[src/core/otpwp_consts.svh]
// Constants for the protection register program controller
`ifndef OTPWP_CONSTS_SVH
`define OTPWP_CONSTS_SVH

`define OTPWP_REG_CTRL 4'h0
`define OTPWP_REG_ADDR 4'h1
`define OTPWP_REG_DATA 4'h2
`define OTPWP_REG_STAT 4'h3
`define OTPWP_REG_RDAT 4'h4

`define OTPWP_CTRL_GO 0
`define OTPWP_CTRL_CLR 1
`define OTPWP_CTRL_RDARR 2
`define OTPWP_CTRL_RST 3

`define OTPWP_ST_BUSY 0
`define OTPWP_ST_DONE 1
`define OTPWP_ST_LOWSUP 2
`define OTPWP_ST_PROGFAIL 3
`define OTPWP_ST_LOCKED 4
`define OTPWP_ST_REFUSED 5
`define OTPWP_ST_TIMEOUT 6
`define OTPWP_ST_ABORT 7

`define OTPWP_SR_READY 7
`define OTPWP_SR_PROG 4
`define OTPWP_SR_SUPPLY 3
`define OTPWP_SR_PROTECT 1

`define OTPWP_CMD_SETUP 8'hC0
`define OTPWP_CMD_RDARR 8'hFF
`define OTPWP_CMD_CLRSR 8'h50
`define OTPWP_CMD_RDSR 8'h70

// Bus timing in ns and derived 200 MHz cycles (least times round up)
`define OTPWP_CLK_NS 5
`define OTPWP_T_WE_NS 70
`define OTPWP_T_WE_CYC ((`OTPWP_T_WE_NS + `OTPWP_CLK_NS - 1) / `OTPWP_CLK_NS)
`define OTPWP_T_RD_NS 150
`define OTPWP_T_RD_CYC ((`OTPWP_T_RD_NS + `OTPWP_CLK_NS - 1) / `OTPWP_CLK_NS)
`define OTPWP_T_RST_NS 35000
`define OTPWP_T_RST_CYC ((`OTPWP_T_RST_NS + `OTPWP_CLK_NS - 1) / `OTPWP_CLK_NS)
`define OTPWP_POLL_MAX 20000

`endif

[src/core/otpwp_pkg.sv]
// Types for the protection register program controller
package otpwp_pkg;
    typedef enum logic [3:0] {
        OTPWP_IDLE, OTPWP_CLR, OTPWP_SETUP, OTPWP_PROG, OTPWP_POLL,
        OTPWP_CHECK, OTPWP_RDARR, OTPWP_RESET, OTPWP_RECOVER, OTPWP_GAP
    } otpwp_state_t;
endpackage : otpwp_pkg

[src/core/otpwp_bus_cycle.sv]
// One asynchronous write or read cycle on the flash pins
`timescale 1ns/1ps
`include "otpwp_consts.svh"
module otpwp_bus_cycle (
    input wire logic clk_sys_in, // System clock
    input wire logic rst_n_in, // Synchronous reset, active low
    input wire logic start_in, // Begin a cycle, one pulse
    input wire logic write_in, // 1 write, 0 read
    input wire logic [23:0] addr_in, // Address of the cycle
    input wire logic [7:0] wdata_in, // Data to write
    input wire logic [7:0] dq_in, // Data pins as seen
    output logic [23:0] addr_out, // Address pins
    output logic [7:0] dq_out, // Data pins driven
    output logic dq_oe_n_out, // Data drive enable, low drives
    output logic chip_sel_out, // Chip select level, high selects
    output logic we_n_out, // Write strobe, active low
    output logic oe_n_out, // Output enable, active low
    output logic [7:0] rdata_out, // Captured read data
    output logic done_out // Cycle finished, one pulse
);
    logic [5:0] cnt_q, cnt_d;
    logic busy_q, busy_d, wr_q, wr_d, done_q, done_d, cs_q, cs_d, we_q, we_d, oe_q, oe_d;
    logic dqoe_q, dqoe_d;
    logic [23:0] addr_q, addr_d;
    logic [7:0] wd_q, wd_d, rd_q, rd_d;

    always_comb begin
        busy_d = busy_q;
        wr_d = wr_q;
        cnt_d = cnt_q;
        done_d = 1'b0;
        cs_d = cs_q;
        we_d = we_q;
        oe_d = oe_q;
        dqoe_d = dqoe_q;
        addr_d = addr_q;
        wd_d = wd_q;
        rd_d = rd_q;
        if (!busy_q && start_in) begin
            busy_d = 1'b1;
            wr_d = write_in;
            addr_d = addr_in;
            wd_d = wdata_in;
            cs_d = 1'b1;
            we_d = !write_in;
            oe_d = write_in;
            dqoe_d = !write_in;
            cnt_d = write_in ? 6'(`OTPWP_T_WE_CYC) : 6'(`OTPWP_T_RD_CYC);
        end else if (busy_q) begin
            if (cnt_q != 6'h00) begin
                cnt_d = cnt_q - 6'h01;
            end else begin
                // Deselect after each cycle so the next read refreshes status
                busy_d = 1'b0;
                done_d = 1'b1;
                cs_d = 1'b0;
                we_d = 1'b1;
                oe_d = 1'b1;
                dqoe_d = 1'b1;
                if (!wr_q) begin
                    rd_d = dq_in;
                end
            end
        end
    end

    always_ff @(posedge clk_sys_in) begin
        if (!rst_n_in) begin
            busy_q <= 1'b0;
            wr_q <= 1'b0;
            cnt_q <= 6'h00;
            done_q <= 1'b0;
            cs_q <= 1'b0;
            we_q <= 1'b1;
            oe_q <= 1'b1;
            dqoe_q <= 1'b1;
            addr_q <= 24'h000000;
            wd_q <= 8'h00;
            rd_q <= 8'h00;
        end else begin
            busy_q <= busy_d;
            wr_q <= wr_d;
            cnt_q <= cnt_d;
            done_q <= done_d;
            cs_q <= cs_d;
            we_q <= we_d;
            oe_q <= oe_d;
            dqoe_q <= dqoe_d;
            addr_q <= addr_d;
            wd_q <= wd_d;
            rd_q <= rd_d;
        end
    end

    assign addr_out = addr_q;
    assign dq_out = wd_q;
    assign dq_oe_n_out = dqoe_q;
    assign chip_sel_out = cs_q;
    assign we_n_out = we_q;
    assign oe_n_out = oe_q;
    assign rdata_out = rd_q;
    assign done_out = done_q;
endmodule : otpwp_bus_cycle

[src/core/otpwp_ctrl.sv]
// Host controller that programs the flash protection register
// Behaviour
// - Write setup code, then data at location.
// - Supply error blocks retries until cleared.
// - Finish with read-array command.
// - Reissue aborted operation after reset completes (here reset sets the abort status bit, clears the supply hold and goes idle).
// - Read-array before accessing memory contents.
// - Writes need strobe low and device selected.
//
// Decided for this implementation: the register addresses and the plain strobed port.
`timescale 1ns/1ps
`include "otpwp_consts.svh"
module otpwp_ctrl
    import otpwp_pkg::*;
#(
    parameter int unsigned RST_CYC = `OTPWP_T_RST_CYC // Reset pulse plus recovery
) (
    input wire logic clk_sys_in, // System clock
    input wire logic rst_n_in, // Synchronous reset, active low
    input wire logic [3:0] reg_addr_in, // Register address
    input wire logic [31:0] reg_wdata_in, // Register write data
    input wire logic reg_wr_in, // Register write strobe
    input wire logic reg_rd_in, // Register read strobe
    output logic [31:0] reg_rdata_out, // Register read data, next cycle
    output logic [23:0] flash_addr_out, // Flash address pins
    output logic [7:0] flash_dq_out, // Flash data driven
    output logic flash_dq_oe_n_out, // Flash data drive enable, low drives
    input wire logic [7:0] flash_dq_in, // Flash data seen
    output logic chip_select_inputs_out, // Flash select level, high selects
    output logic flash_we_n_out, // Flash write strobe
    output logic flash_oe_n_out, // Flash output enable
    output logic reset_powerdown_low_n_out, // Flash reset/power-down, active low
    input wire logic completion_output_in, // Completion pin level, low busy
    output logic busy_out // Controller busy level
);
    otpwp_state_t st_q, st_d, ret_q, ret_d;
    logic [23:0] addr_q, addr_d;
    logic [7:0] data_q, data_d, sr_q, sr_d;
    logic [7:0] stat_q, stat_d;
    logic [31:0] rdata_q, rdata_d;
    logic rp_q, rp_d, busy_q, busy_d, supply_hold_q, supply_hold_d;
    logic [15:0] tmr_q, tmr_d;
    logic cyc_start, cyc_write;
    logic [23:0] cyc_addr;
    logic [7:0] cyc_wdata, cyc_rdata;
    logic cyc_done, cyc_pend_q, cyc_pend_d;

    otpwp_bus_cycle u_cycle (
        .clk_sys_in(clk_sys_in),
        .rst_n_in(rst_n_in),
        .start_in(cyc_start),
        .write_in(cyc_write),
        .addr_in(cyc_addr),
        .wdata_in(cyc_wdata),
        .dq_in(flash_dq_in),
        .addr_out(flash_addr_out),
        .dq_out(flash_dq_out),
        .dq_oe_n_out(flash_dq_oe_n_out),
        .chip_sel_out(chip_select_inputs_out),
        .we_n_out(flash_we_n_out),
        .oe_n_out(flash_oe_n_out),
        .rdata_out(cyc_rdata),
        .done_out(cyc_done)
    );

    // Register port
    always_comb begin
        rdata_d = 32'h00000000;
        if (reg_rd_in) begin
            if (reg_addr_in == `OTPWP_REG_ADDR) begin
                rdata_d = {8'h00, addr_q};
            end else if (reg_addr_in == `OTPWP_REG_DATA) begin
                rdata_d = {24'h000000, data_q};
            end else if (reg_addr_in == `OTPWP_REG_STAT) begin
                rdata_d = {23'h000000, completion_output_in, stat_q};
            end else if (reg_addr_in == `OTPWP_REG_RDAT) begin
                rdata_d = {24'h000000, sr_q};
            end else begin
                rdata_d = 32'h00000000;
            end
        end
    end

    // Sequencer
    always_comb begin
        st_d = st_q;
        ret_d = ret_q;
        addr_d = addr_q;
        data_d = data_q;
        sr_d = sr_q;
        stat_d = stat_q;
        rp_d = rp_q;
        busy_d = busy_q;
        supply_hold_d = supply_hold_q;
        tmr_d = tmr_q;
        cyc_pend_d = cyc_pend_q;
        cyc_start = 1'b0;
        cyc_write = 1'b1;
        cyc_addr = addr_q;
        cyc_wdata = `OTPWP_CMD_RDARR;
        if (reg_wr_in && reg_addr_in == `OTPWP_REG_ADDR && st_q == OTPWP_IDLE) begin
            addr_d = reg_wdata_in[23:0];
        end
        if (reg_wr_in && reg_addr_in == `OTPWP_REG_DATA && st_q == OTPWP_IDLE) begin
            data_d = reg_wdata_in[7:0];
        end
        case (st_q)
            OTPWP_IDLE: begin
                busy_d = 1'b0;
                if (reg_wr_in && reg_addr_in == `OTPWP_REG_CTRL) begin
                    if (reg_wdata_in[`OTPWP_CTRL_RST]) begin
                        stat_d = 8'h00;
                        busy_d = 1'b1;
                        rp_d = 1'b0;
                        tmr_d = 16'(RST_CYC);
                        st_d = OTPWP_RESET;
                    end else if (reg_wdata_in[`OTPWP_CTRL_CLR]) begin
                        supply_hold_d = 1'b0;
                        stat_d = 8'h00;
                        busy_d = 1'b1;
                        ret_d = OTPWP_IDLE;
                        st_d = OTPWP_CLR;
                    end else if (reg_wdata_in[`OTPWP_CTRL_GO]) begin
                        stat_d = 8'h00;
                        if (supply_hold_q) begin
                            stat_d[`OTPWP_ST_REFUSED] = 1'b1;
                            stat_d[`OTPWP_ST_DONE] = 1'b1;
                        end else begin
                            busy_d = 1'b1;
                            ret_d = OTPWP_SETUP;
                            st_d = OTPWP_CLR;
                        end
                    end else if (reg_wdata_in[`OTPWP_CTRL_RDARR]) begin
                        busy_d = 1'b1;
                        st_d = OTPWP_RDARR;
                    end
                end
            end
            OTPWP_CLR: begin
                cyc_wdata = `OTPWP_CMD_CLRSR;
                if (!cyc_pend_q) begin
                    cyc_start = 1'b1;
                    cyc_pend_d = 1'b1;
                end else if (cyc_done) begin
                    cyc_pend_d = 1'b0;
                    st_d = (ret_q == OTPWP_IDLE) ? OTPWP_GAP : ret_q;
                    ret_d = OTPWP_IDLE;
                end
            end
            OTPWP_SETUP: begin
                cyc_wdata = `OTPWP_CMD_SETUP;
                if (!cyc_pend_q) begin
                    cyc_start = 1'b1;
                    cyc_pend_d = 1'b1;
                end else if (cyc_done) begin
                    cyc_pend_d = 1'b0;
                    st_d = OTPWP_PROG;
                end
            end
            OTPWP_PROG: begin
                cyc_wdata = data_q;
                if (!cyc_pend_q) begin
                    cyc_start = 1'b1;
                    cyc_pend_d = 1'b1;
                end else if (cyc_done) begin
                    cyc_pend_d = 1'b0;
                    tmr_d = 16'h0000;
                    st_d = OTPWP_POLL;
                end
            end
            OTPWP_POLL: begin
                cyc_write = 1'b0;
                if (!cyc_pend_q) begin
                    cyc_start = 1'b1;
                    cyc_pend_d = 1'b1;
                end else if (cyc_done) begin
                    cyc_pend_d = 1'b0;
                    sr_d = cyc_rdata;
                    tmr_d = tmr_q + 16'h0001;
                    if (cyc_rdata[`OTPWP_SR_READY]) begin
                        st_d = OTPWP_CHECK;
                    end else if (tmr_q == 16'(`OTPWP_POLL_MAX)) begin
                        stat_d[`OTPWP_ST_TIMEOUT] = 1'b1;
                        st_d = OTPWP_RDARR;
                    end
                end
            end
            OTPWP_CHECK: begin
                // Decode error flag combinations
                if (sr_q[`OTPWP_SR_SUPPLY]) begin
                    stat_d[`OTPWP_ST_LOWSUP] = 1'b1;
                    supply_hold_d = 1'b1;
                end else if (sr_q[`OTPWP_SR_PROTECT] && sr_q[`OTPWP_SR_PROG]) begin
                    stat_d[`OTPWP_ST_LOCKED] = 1'b1;
                end else if (sr_q[`OTPWP_SR_PROG]) begin
                    stat_d[`OTPWP_ST_PROGFAIL] = 1'b1;
                end
                st_d = OTPWP_RDARR;
            end
            OTPWP_RDARR: begin
                cyc_wdata = `OTPWP_CMD_RDARR;
                if (!cyc_pend_q) begin
                    cyc_start = 1'b1;
                    cyc_pend_d = 1'b1;
                end else if (cyc_done) begin
                    cyc_pend_d = 1'b0;
                    st_d = OTPWP_GAP;
                end
            end
            OTPWP_RESET: begin
                // Hold reset low, then wait a fixed RST_CYC count for recovery
                if (tmr_q != 16'h0000) begin
                    tmr_d = tmr_q - 16'h0001;
                end else begin
                    rp_d = 1'b1;
                    tmr_d = 16'(RST_CYC);
                    st_d = OTPWP_RECOVER;
                end
            end
            OTPWP_RECOVER: begin
                if (tmr_q != 16'h0000) begin
                    tmr_d = tmr_q - 16'h0001;
                end else begin
                    sr_d = 8'h00;
                    supply_hold_d = 1'b0;
                    stat_d[`OTPWP_ST_ABORT] = 1'b1;
                    st_d = OTPWP_GAP;
                end
            end
            OTPWP_GAP: begin
                stat_d[`OTPWP_ST_DONE] = 1'b1;
                busy_d = 1'b0;
                st_d = OTPWP_IDLE;
            end
            default: begin
                st_d = OTPWP_IDLE;
            end
        endcase
        stat_d[`OTPWP_ST_BUSY] = (st_d != OTPWP_IDLE) && (st_d != OTPWP_GAP);
    end

    always_ff @(posedge clk_sys_in) begin
        if (!rst_n_in) begin
            st_q <= OTPWP_IDLE;
            ret_q <= OTPWP_IDLE;
            addr_q <= 24'h000000;
            data_q <= 8'h00;
            sr_q <= 8'h00;
            stat_q <= 8'h00;
            rdata_q <= 32'h00000000;
            rp_q <= 1'b1;
            busy_q <= 1'b0;
            supply_hold_q <= 1'b0;
            tmr_q <= 16'h0000;
            cyc_pend_q <= 1'b0;
        end else begin
            st_q <= st_d;
            ret_q <= ret_d;
            addr_q <= addr_d;
            data_q <= data_d;
            sr_q <= sr_d;
            stat_q <= stat_d;
            rdata_q <= rdata_d;
            rp_q <= rp_d;
            busy_q <= busy_d;
            supply_hold_q <= supply_hold_d;
            tmr_q <= tmr_d;
            cyc_pend_q <= cyc_pend_d;
        end
    end

    assign reg_rdata_out = rdata_q;
    assign reset_powerdown_low_n_out = rp_q;
    assign busy_out = busy_q;
endmodule : otpwp_ctrl

[config.mk]
export PLATFORM = sky130hd
export DESIGN_NAME = otpwp_ctrl
export DESIGN_NICKNAME = d
export VERILOG_FILES = /design/src/core/otpwp_pkg.sv /design/src/core/otpwp_bus_cycle.sv /design/src/core/otpwp_ctrl.sv
export VERILOG_INCLUDE_DIRS = /design/src /design/src/core
export SDC_FILE = /design/constraint.sdc
export NUM_CORES = 1
export LEC_CHECK = 0
export BUFFER_PORTS_ARGS = -buffer_cell sky130_fd_sc_hd__buf_2
export CORE_MARGIN = 2
export CORE_UTILIZATION = 50
export CTS_CLUSTER_DIAMETER = 150
export CTS_CLUSTER_SIZE = 30
export DETAILED_ROUTE_END_ITERATION = 12
export PLACE_DENSITY = 0.83
export SLEW_MARGIN = 10
export SYNTH_ARGS = -nofsm -noshare
export SYNTH_HDL_FRONTEND = slang
export SYNTH_SLANG_ARGS = --single-unit
[constraint.sdc]
create_clock -name clk_sys_in -period 2.8 [get_ports clk_sys_in]
set_input_delay 0.42 -clock clk_sys_in [delete_from_list [all_inputs] [get_ports clk_sys_in]]
set_output_delay 0.42 -clock clk_sys_in [all_outputs]
set_load 0.02 [all_outputs]
* After elaboration in Yosys (flattened, before gate mapping)
Index checks and enable logic that the tools add are counted.
** Storage, ports and cells
- Bits in registers :: 160
- Bits of input ports :: 49
- Output and inout port bits :: 70
- Word-level logic and storage cells :: 226
** Cells by class
- Add/sub/neg operators :: 3
- Eq/ne operators :: 39
- Multiplexer cells :: 102
- Bitwise gates (word level) :: 6
- Reductions and logical operators :: 46
** Operator list (number)
- 16-bit 2-to-1 mux :: 8
- 4-bit 2-to-1 mux :: 28
- 16-bit case mux with 5 select lines :: 1
- 8-bit 2-to-1 mux :: 8
- 1-bit 2-to-1 mux :: 38
- 4-bit case mux with 9 select lines :: 1
- 2-bit inequality test, second input constant :: 16
- 24-bit 2-to-1 mux :: 1
- 8-bit case mux with 3 select lines :: 1
- 4-bit by 3-bit equality test with 1-bit output, second input constant :: 5
- 4-bit AND reduction :: 5
- 6-bit 2-to-1 mux :: 3
- 9-bit 2-to-1 mux :: 2
- 2-bit nonzero test :: 9
- 16-bit by 1-bit adder with 16-bit output, second input constant :: 1
- 16-bit by 15-bit equality test with 1-bit output, second input constant :: 1
- 4-bit by 2-bit equality test with 1-bit output, second input constant :: 4
- 8-bit case mux with 2 select lines :: 1
- 16-bit nonzero test :: 1
- 16-bit by 1-bit subtractor with 16-bit output, second input constant :: 1
- 7-bit AND reduction :: 2
- 4-bit zero test :: 3
- 6-bit AND reduction :: 2
- 2-bit by 1-bit inequality test with 1-bit output, second input constant :: 5
- 24 further kinds :: 49

* Longest topological paths before layout
Gate-level depths: netlist of the first run.
- Depth in word-level cells :: 8
- Depth in mapped cells :: 10
- Gate-level depth less buffers :: 8

* Hierarchy
From an unflattened synthesis of the first run, not the netlist that was laid out.
** Second synthesis, totals
- Cell total of the unflattened synthesis :: 849
- Area, all modules :: 6827.8 um^2
** By module, submodules not included
- otpwp_ctrl :: instances 1, cells each 610, area an instance 4819.6 um^2, sequential area each 1941.9 um^2
- otpwp_bus_cycle :: instances 1, cells each 239, area an instance 2008.2 um^2, sequential area each 1041.0 um^2

* Worst setup path after synthesis of the first run
OpenSTA, ideal clock, no wires.
- Path type :: input port to flip-flop
- Start :: input reg_addr_in[0]
- End :: register tmr_q[9]
- Setup time :: 0.133 ns
- Arrival :: 2.126 ns
- Required time :: 2.667 ns
- Path slack :: 0.542 ns
- Stages on the path :: 9
- Buffers on the path :: 3
- Path through :: buf_2 > or4b_4 > nor3b_1 > o21ai_0 > or2_2 > buf_2 > buf_6 > a21oi_1 > o32ai_1
** Between the ends
- Cells in the longest elaborated chain, start to end :: 4
** Ends and longest elaborated chain
- start, declared :: RTL line otpwp_ctrl.sv:20 : input wire logic [3:0] reg_addr_in,
- 4-bit zero test (no source line)
- 1-bit logical AND (no source line)
- 2-bit by 1-bit inequality test with 1-bit output (no source line)
- 8-bit AND reduction (no source line)
- end signal, assigned :: RTL line otpwp_ctrl.sv:267 : tmr_q <= tmr_d;
- end, declared :: RTL line otpwp_ctrl.sv:42 : logic [15:0] tmr_q, tmr_d;
Every way passes these cells.
A chain may end at the register's enable or synchronous reset.

* Worst setup path in the final report of the first run
- Start :: register tmr_q[0]
- End :: register tmr_q[8]
** Between the ends
- Cells in the longest elaborated chain, start to end :: 4
- Elaborated cells on any way between the ends :: 10
- Those cells by class :: add/sub: 2; eq/ne: 1; mux: 5; reduce/logical: 2
** Ends and longest elaborated chain
- 16-bit by 1-bit adder with 16-bit output :: RTL line otpwp_ctrl.sv:179 : tmr_d = tmr_q + 16'h0001;
- 16-bit 2-to-1 mux :: RTL line otpwp_ctrl.sv:176 : end else if (cyc_done) begin
- 16-bit 2-to-1 mux :: RTL line otpwp_ctrl.sv:173 : if (!cyc_pend_q) begin
- 16-bit case mux with 5 select lines :: RTL line otpwp_ctrl.sv:107 : case (st_q)
Parallel ways exist; a longest one is shown, timed or not. The select of a mux whose other input is x is not followed.

==> metrics, run 1 <==
core area=13190 um2; CTS resizes=0; DRC Markers=0; Die X=120.2 um; Nets=981; sequential fraction of the synthesis area=44.21%; Slowest cell on crit path=nor4b_1; Max VDD drop=361.7 uV; Leak=3.174 nW; Initial Util=51.15%; min-delay worst type=primary input to register; unrepaired setup endpoints after global routing=no; vias per cell=5.823; Relative slew margins=41.27%; depth of the CTS H-tree=4; Worst Path Arrival=2880 ps; Least-Margin Pin Slew=881.0 ps; Pint=3.734 mW; # Post-CTS Setup Buffers=0; synthesized area=6746 um2; post-route clock period utilization=91.21%; Seq pwr share=43.6%; switching power=1.304 mW; CTS tree=done; drt first pass iters=7; prevailing post-synth register cell=dfxtp_1; Slew Viols, Final=0; met1 usage=35.34%; min Tclk post-route=2554 ps; number of global-route vias before repair=5871; multi-input logic area=3441 um2; Detail Placement HPWL=12210 um; first-pass GRT wire length=29690 um; top cell type's share of synthesized area=44.21%; met3 global-route usage=6.369%; aggregate global routing overflow=0; asr flop ratio synth=0%; Worst Path Max Fanout=16; critical-path cell list=inv_1, ha_1, nor4b_1, nand4_1, o21ai_0, or2_2, a21oi_1, o221a_2; Gate Count Post-Synth=847; status=completed; input/output buffers=102; max incr delay on CP=400 ps; clock sinks=149; setup tns final=0 ps; vias post-DR=6504; Pwr Density=628.3 nW/um2; Iter 0 DRT Violations=781; CP endpoint kind=register; Storage cell area=2983 um2; GR Layer Usage met2=39.56%; Post-CTS Hold Buffers=0; CP required=3120 ps; Chip Height=120.2 um; filler instances=1125; Mean Syn Cell Area=7.965 um2; row cnt=42; antenna diode count=0; final wirelength=18510 um; post-DR wirelength/cell=16.57 um; CTS clk-pin slew, worst paths=60 ps; clk_lat worst skew=430 ps; Num CTS Buffers=17; final hold violation count=0; clock power share=48.6%; Max-cap violations=0; initial antenna violation count=0; R2R depth=8; combinational cell fraction of total power=7.8%; Fmax achieved=391.5 MHz; Ys Warns=0; Routability Congestion=0.9371; post-route ant nets=0; Synth area leaders=dfxtp_1 44%, nand2_1 7.9%, a21oi_1 7.6%; pin count of the biggest net entering global routing=50; setup violators final=0; area added between synthesis and finish=18.86%; Setup Skew=9.515 ps; CTS root buffer=clkbuf_16; Distinct cells, synth=69; number of synthesized flops with an enable pin=0; Max Root-Sink Buffers=2; Seq cells post-synth=149; total track usage=25.82%; die area=14440 um2; Min Hold Slack=218.1 ps; Sw Share=25.89%; busiest grt layer=met2; hold path cells=3; Crit Path Class=register to register; Synth area leader=dfxtp_1; layout cell share with drive strength beyond 1=18.38%; Top Ports=119; crit start category=register
==> power by group through the flow <==
stage,sequential [mW],clock (mW),combinational (mW)
5_1_grt,2.20,2.57,0.428
2_1_floorplan,2.23,0,0.274
3_3_place_gp,2.24,0,0.376
3_5_place_dp,2.24,0,0.383
6_report,2.20,2.45,0.393
4_1_cts,2.19,2.47,0.388
==> layout by cell type, fill, tap and decap left out, drive strengths merged, types with 6 or more instances in the layout <==
master,Yosys,routed
nor4,10,10
xnor2,7,7
or2,8,8
inv,10,17
a31oi,7,7
nor2b,6,6
and2,20,20
or4,6,6
nor2,91,91
a22oi,13,13
a21oi,102,102
o221ai,8,8
nor3,20,20
nand2,142,142
clkbuf,49,17
nand3,22,22
mux2i,19,19
conb,1,8
dfxtp,149,149
buf,20,124
o21ai,36,36
or3,7,7
nor3b,6,6
==> per-layer routing <==
| metal | share of wire (%) | wire length [um] |
|---|---|---|
| met5 | 0 | 0 |
| met4 | 2.0 | 375 |
| met3 | 8.6 | 1600 |
| met2 | 46 | 8516 |
| met1 | 43 | 8014 |
==> synth_stat cells, types with 6 or more instances <==
cell,number
nor2b_1,6
or3_1,7
inv_1,10
buf_2,8
mux2i_1,19
clkbuf_1,49
dfxtp_1,149
and2_1,19
nor4_1,10
a31oi_1,7
buf_4,9
or4_1,6
nor3b_1,6
nand2_1,142
nor2_1,91
or2_2,8
xnor2_1,7
o221ai_1,8
a21oi_1,102
nor3_1,19
o21ai_0,35
nand3_1,22
a22oi_1,13
==> flip-flops by register name, indices dropped and copies added, names as in the netlist <==
register	count
u_cycle.chip_sel_out	1
stat_q	8
busy_out	1
reset_powerdown_low_n_out	1
cyc_pend_q	1
tmr_q	16
u_cycle.oe_n_out	1
u_cycle.done_out	1
u_cycle.busy_q	1
u_cycle.dq_out	8
data_q	8
ret_q	1
sr_q	8
addr_q	24
st_q	4
supply_hold_q	1
u_cycle.wr_q	1
u_cycle.dq_oe_n_out	1
u_cycle.rdata_out	8
u_cycle.cnt_q	6
u_cycle.addr_out	24
reg_rdata_out	24
==> worst paths after layout <==
kind                                          from                               end  slack (ps)
setup / recovery             tmr_q[0]$_SDFFE_PN0P_             tmr_q[8]$_SDFFE_PN0P_         250
setup reg to reg             tmr_q[0]$_SDFFE_PN0P_             tmr_q[8]$_SDFFE_PN0P_         250
hold reg to reg   u_cycle.addr_out[6]$_SDFFE_PN0P_  u_cycle.addr_out[6]$_SDFFE_PN0P_         450
hold / removal                    reg_wdata_in[19]           addr_q[19]$_SDFFE_PN0P_         220
==> kinds of logic after synthesis <==
group,synth area share (%)
flops,44.21
fa+ha+maj,0.7419
buf+inv,5.267
xor+xnor,1.168
simple gates,25.48
compound gates,20.25
other cells,0.05558
mux,2.819
==> worst max-delay path: cells and delay by family, from the launching register on <==
| kind | cells | cell delay [ps] |
|---|---|---|
| compound gates | 3 | 680 |
| fa+ha+maj | 1 | 240 |
| buf+inv | 1 | 100 |
| simple gates | 3 | 1070 |
| flops | 1 | 360 |
==> metrics by stage <==
step	std cells	total power [mW]	instance area (um2)	utilization (%)	setup WS [ps]
6_report	1117	5.038	8019	60.79	246.0
5_1_grt	1117	5.195	8019	60.79	57.43
4_1_cts	1117	5.056	8019	60.79	283.7
3_5_place_dp	1085	2.624	7382	55.97	310.8
3_3_place_gp	1085	2.616	7382	55.97	389.5
2_1_floorplan	854	2.508	6773	-	541.7
==> layout make-up <==
| class | count | area share, % |
|---|---|---|
| clock buffers | 17 | 5.305 |
| inverters | 10 | 0.4681 |
| multi-input cells | 626 | 42.91 |
| well taps | 176 | 2.746 |
| flip-flops and latches | 149 | 37.20 |
| repair buffers | 124 | 8.738 |
| clock inverters | 15 | 2.637 |
Note: power is estimated with default switching activity, not from simulation.
==> run 2, diff against run 1 <==
--- a/config.mk
+++ b/config.mk
@@ -7,12 +7,14 @@
 export NUM_CORES = 1
 export LEC_CHECK = 0
 export BUFFER_PORTS_ARGS = -buffer_cell sky130_fd_sc_hd__buf_2
+export CORE_ASPECT_RATIO = 0.8
 export CORE_MARGIN = 2
 export CORE_UTILIZATION = 50
 export CTS_CLUSTER_DIAMETER = 150
 export CTS_CLUSTER_SIZE = 30
 export DETAILED_ROUTE_END_ITERATION = 12
 export PLACE_DENSITY = 0.83
+export REMOVE_ABC_BUFFERS = 1
 export SLEW_MARGIN = 10
 export SYNTH_ARGS = -nofsm -noshare
 export SYNTH_HDL_FRONTEND = slang
==> run 2 against run 1 <==
Maximum frequency up 0.57%. Global-route usage up 0.57 points. Sequential power about the same. Critical endpoint unchanged. Highest routed layer unchanged.
==> metrics, run 2 (synthesis gave the netlist of run 1 again) <==
status=completed; vias post-DR=6661; cell count along the critical path=6; CP endpoint kind=register; Chip Height=107.9 um; R2R depth=6; min-delay worst type=primary input to register; CTS root buffer=clkbuf_16; number of global-route vias before repair=5936; aggregate global routing overflow=0; most frequent CP cell=or2_2; Pwr Density=611.2 nW/um2; most frequent cells in the layout=149 x dfxtp_1, 142 x nand2_1, 102 x a21oi_1, 102 x buf_2, 91 x nor2_1; Fmax achieved=393.8 MHz; post-route clock period utilization=90.69%; # Post-CTS Setup Buffers=0; commonest non-fill, non-tap cell in the layout=dfxtp_1; antenna diode count=0; Max-cap violations=0; area added between synthesis and finish=18.49%; critical-path cell list=or3_1, or2_2, o21ai_0, or2_2, a21oi_1, o221a_2; CTS resizes=0; Top Ports=119; die area=14440 um2; Routability Congestion=0.9993; Die X=133.9 um; clk_lat worst skew=430 ps; input/output buffers=102; drt first pass iters=7; post-DR wirelength/cell=17.23 um; CTS clk-pin slew, worst paths=70 ps; Iter 0 DRT Violations=788; Nets=984; Max VDD drop=459.3 uV; Worst Path Arrival=2860 ps; final core utilization=61.45%; clock sinks=149; Leak=3.172 nW; Initial Util=51.86%; Slowest cell on crit path=or3_1; setup violators final=0; first-pass GRT wire length=30370 um; min Tclk post-route=2539 ps; CP required=3120 ps; Crit Path Class=register to register; total track usage=26.39%; pin count of the biggest net entering global routing=48; layout cell share with drive strength beyond 1=18.64%; DRC Markers=0; Worst Path Max Fanout=16; Least-Margin Pin Slew=864.0 ps; filler instances=1087; max incr delay on CP=560 ps; Post-CTS Hold Buffers=0; Detail Placement HPWL=12740 um; CP delay by family, top=simple AND/OR/NAND/NOR gates; final wirelength=19290 um; crit start category=register; setup tns final=0 ps; initial antenna violation count=0; vias per cell=5.953; core area=13010 um2; Relative slew margins=42.01%; Max Root-Sink Buffers=2; unrepaired setup endpoints after global routing=no; Slew Viols, Final=0; post-route ant nets=0; Setup Skew=11.39 ps; final hold violation count=0; row cnt=37; CTS tree=done; hold path cells=3; Num CTS Buffers=17; depth of the CTS H-tree=4; Bufs and invs on worst path=0
-- run 2: cell count changes in the layout (fill, tap and decap cells not counted), sizes merged --
cell,previous run,this run
clkinv,3,5
bufinv,3,0
clkinvlp,2,1
buf,124,127
inv,17,19
-- run 2: final cells by class --
class / count / area, um2 / area share [%]
clock buffers: 17 / 425.4 / 5.322
clock inverters: 15 / 177.7 / 2.223
inverters: 10 / 37.54 / 0.4696
multi-input cells: 626 / 3441 / 43.04
flip-flops and latches: 149 / 2983 / 37.31
well taps: 175 / 219.0 / 2.739
repair buffers: 127 / 710.7 / 8.890
-- run 2: stage by stage --
step	setup slack [ps]	area, um2	hold WS (ps)	cells	total power [mW]
4_1_cts	298.3	7994	219.8	1119	4.878
3_5_place_dp	323.3	7391	445.3	1087	2.629
6_report	260.6	7994	223.6	1119	4.886
3_3_place_gp	374.4	7391	439.7	1087	2.623
5_1_grt	127.3	7994	238.2	1119	5.017
2_1_floorplan	31.56	6455	434.6	785	2.469
-- run 2: path summary, 6_finish.rpt --
kind | slack, ps | to | from
hold / removal | 220 | addr_q[12]$_SDFFE_PN0P_ | reg_wdata_in[12]
setup / recovery | 260 | tmr_q[8]$_SDFFE_PN0P_ | st_q[1]$_SDFF_PN0_
setup reg to reg | 260 | tmr_q[8]$_SDFFE_PN0P_ | st_q[1]$_SDFF_PN0_
hold reg to reg | 450 | u_cycle.addr_out[21]$_SDFFE_PN0P_ | u_cycle.addr_out[21]$_SDFFE_PN0P_
-- run 2: worst reg2reg max path: stages (launching register included) --
cell and delay, ps:
dfxtp_1 480, or3_1 570, or2_2 350, o21ai_0 280, or2_2 410, a21oi_1 80
o221a_2 270
-- run 2: power breakdown --
part	switching (mW)	internal, mW
Combinational	0.270	0.137
Sequential	0.0368	2.15
Clock	1.07	1.21
Total	1.38	3.51
-- run 2: routing by layer --
layer	share of wire, %	vias up	global-route usage (%)	wire length [um]
li1	-	3131	-	-
met1	42	3048	35.59	8095
met2	44	421	39.52	8474
met3	11	61	7.062	2146
met4	3.0	0	11.93	569
met5	0	-	0	0
==> run 3, diff against run 2 <==
--- a/config.mk
+++ b/config.mk
@@ -13,6 +13,7 @@
 export CTS_CLUSTER_DIAMETER = 150
 export CTS_CLUSTER_SIZE = 30
 export DETAILED_ROUTE_END_ITERATION = 12
+export GPL_TIMING_DRIVEN = 0
 export PLACE_DENSITY = 0.83
 export REMOVE_ABC_BUFFERS = 1
 export SLEW_MARGIN = 10
==> run 3 against run 2 <==
Design area decreased by 0.85%. Sequential share of layout area is 0.37 points higher. Worst setup slack got worse by 97 ps. Clock skew up 1.4 ps. Sequential cell count unchanged. Power increased by 0.32%. Hold slack lost 7.8 ps. Largest power group unchanged.
==> metrics, run 3 (synthesis gave the netlist of run 1 again) <==
status=completed; Setup Skew=12.74 ps; Top Ports=119; final hold violation count=0; aggregate global routing overflow=0; number of global-route vias before repair=5813; total track usage=25.52%; Pwr Density=618.4 nW/um2; drt first pass iters=7; CTS tree=done; clock sinks=149; Bufs and invs on worst path=0; most frequent cells in the layout=146 x dfxtp_1, 141 x nand2_1, 102 x buf_2; DRC Markers=0; pin count of the biggest net entering global routing=83; hold path cells=3; Max-cap violations=0; setup violators final=0; area added between synthesis and finish=17.49%; Worst Path Max Fanout=22; input/output buffers=102; clk_lat worst skew=430 ps; critical-path cell list=or3_1, nor2_1, nand4_1, mux2i_1, nor2_1; min-delay worst type=primary input to register; Worst R2R End=data_q[2]$_SDFFE_PN0P_; Relative slew margins=36.08%; Max VDD drop=516.3 uV; max incr delay on CP=640 ps; reg2reg setup slack=160 ps; CP delay by family, top=simple AND/OR/NAND/NOR gates; Leak=3.094 nW; post-DR wirelength/cell=16.90 um; Chip Height=107.9 um; Least-Margin Pin Slew=955.3 ps; Worst Path Arrival=2950 ps; Nets=964; unrepaired setup endpoints after global routing=no; crit start category=register; min Tclk post-route=2636 ps; Post-CTS Hold Buffers=0; Slowest cell on crit path=nand4_1; worst reg2reg path startpoint=st_q[2]$_SDFF_PN0_; R2R depth=5; vias per cell=5.931; Hold Startpoint=reg_wdata_in[13]; first-pass GRT wire length=29440 um; Iter 0 DRT Violations=773; Min Hold Slack=215.9 ps; Num CTS Buffers=17; Die X=133.9 um; vias post-DR=6518; Max Root-Sink Buffers=2; worst slack, placed=-138.0 ps; row cnt=37; Initial Util=51.86%; Fmax achieved=379.4 MHz; Crit Path Class=register to register; initial antenna violation count=0; most frequent CP cell=nor2_1; CTS clk-pin slew, worst paths=80 ps; post-route clock period utilization=94.15%; WHS Endpoint=addr_q[13]$_SDFFE_PN0P_; Slew Viols, Final=0; filler instances=1100; core area=13010 um2; final wirelength=18580 um; layout cell share with drive strength beyond 1=17.97%; CTS root buffer=clkbuf_16; depth of the CTS H-tree=4; CP required=3110 ps; Detail Placement HPWL=12190 um; Routability Congestion=1.014; die area=14440 um2; crit path setup slack, layout=163.9 ps; antenna diode count=0; post-route ant nets=0; CP endpoint kind=register; commonest non-fill, non-tap cell in the layout=dfxtp_1
[run 3: cell types whose count changed in the layout (fill, tap and decap cells not counted), sizes merged]
cell and change:
buf -20, clkinv +1, inv -1
[run 3: area by class of cell]
cell class | instances | area [um2] | share of cell area, %
Clock buffer | 17 | 425.4 | 5.367
Clock inverter | 15 | 180.2 | 2.273
Inverter | 10 | 40.04 | 0.5051
Multi-Input combinational cell | 626 | 3467 | 43.74
Sequential cell | 149 | 2987 | 37.68
Tap cell | 175 | 219.0 | 2.762
Timing Repair Buffer | 107 | 608.1 | 7.672
[run 3: per-layer routing]
metal,wire [um],global-route usage [%],vias up
li1,-,-,3087
met2,8449,39.05,327
met1,8245,36.38,3073
met5,0,0,-
met4,306,7.371,0
met3,1576,5.226,31
[run 3: per-stage QoR]
step                      util (%)  power [mW]  instance area (um2)  setup TNS, ps  cells
after floorplan                  -       2.469                 6455              0    785
after global placement       55.23       2.601                 7184         -76610   1062
after detailed placement     55.93       2.623                 7276          -1465   1065
after CTS                    60.77       4.890                 7905              0   1099
after global routing         60.93       5.039                 7926              0   1099
final                        60.93       4.902                 7926              0   1099
[run 3: where the power goes]
group | internal [mW] | switching, mW
sequential | 2.15 | 0.0401
combinational | 0.137 | 0.264
clock | 1.21 | 1.09
[run 3: worst reg2reg max path, stage by stage, from the launching register on]
cell	delay (ps)
dfxtp_2	440
or3_1	530
nor2_1	440
nand4_1	640
mux2i_1	400
nor2_1	70
[run 3: how the worst max path moves through the flow]
stage,slack [ps],cells after the start,end,start
after floorplan,30,6,u_cycle.dq_out[0]$_SDFFE_PN0P_,st_q[2]$_SDFF_PN0_
after global placement,-1370,6,u_cycle.dq_out[1]$_SDFFE_PN0P_,st_q[2]$_SDFF_PN0_
after detailed placement,-140,7,tmr_q[8]$_SDFFE_PN0P_,reg_addr_in[0]
after CTS,20,6,sr_q[4]$_SDFFE_PN0P_,st_q[0]$_SDFF_PN0_
after global routing,6,8,tmr_q[15]$_SDFFE_PN0P_,tmr_q[0]$_SDFFE_PN0P_
final,160,5,data_q[2]$_SDFFE_PN0P_,st_q[2]$_SDFF_PN0_
[run 3: what timing repair did]
item | CTS | global route
buffers inserted | 2 | 0
pin swaps | 1 | 0
setup endpoints to repair | 47 | 62
gates resized for setup | 3 | 9
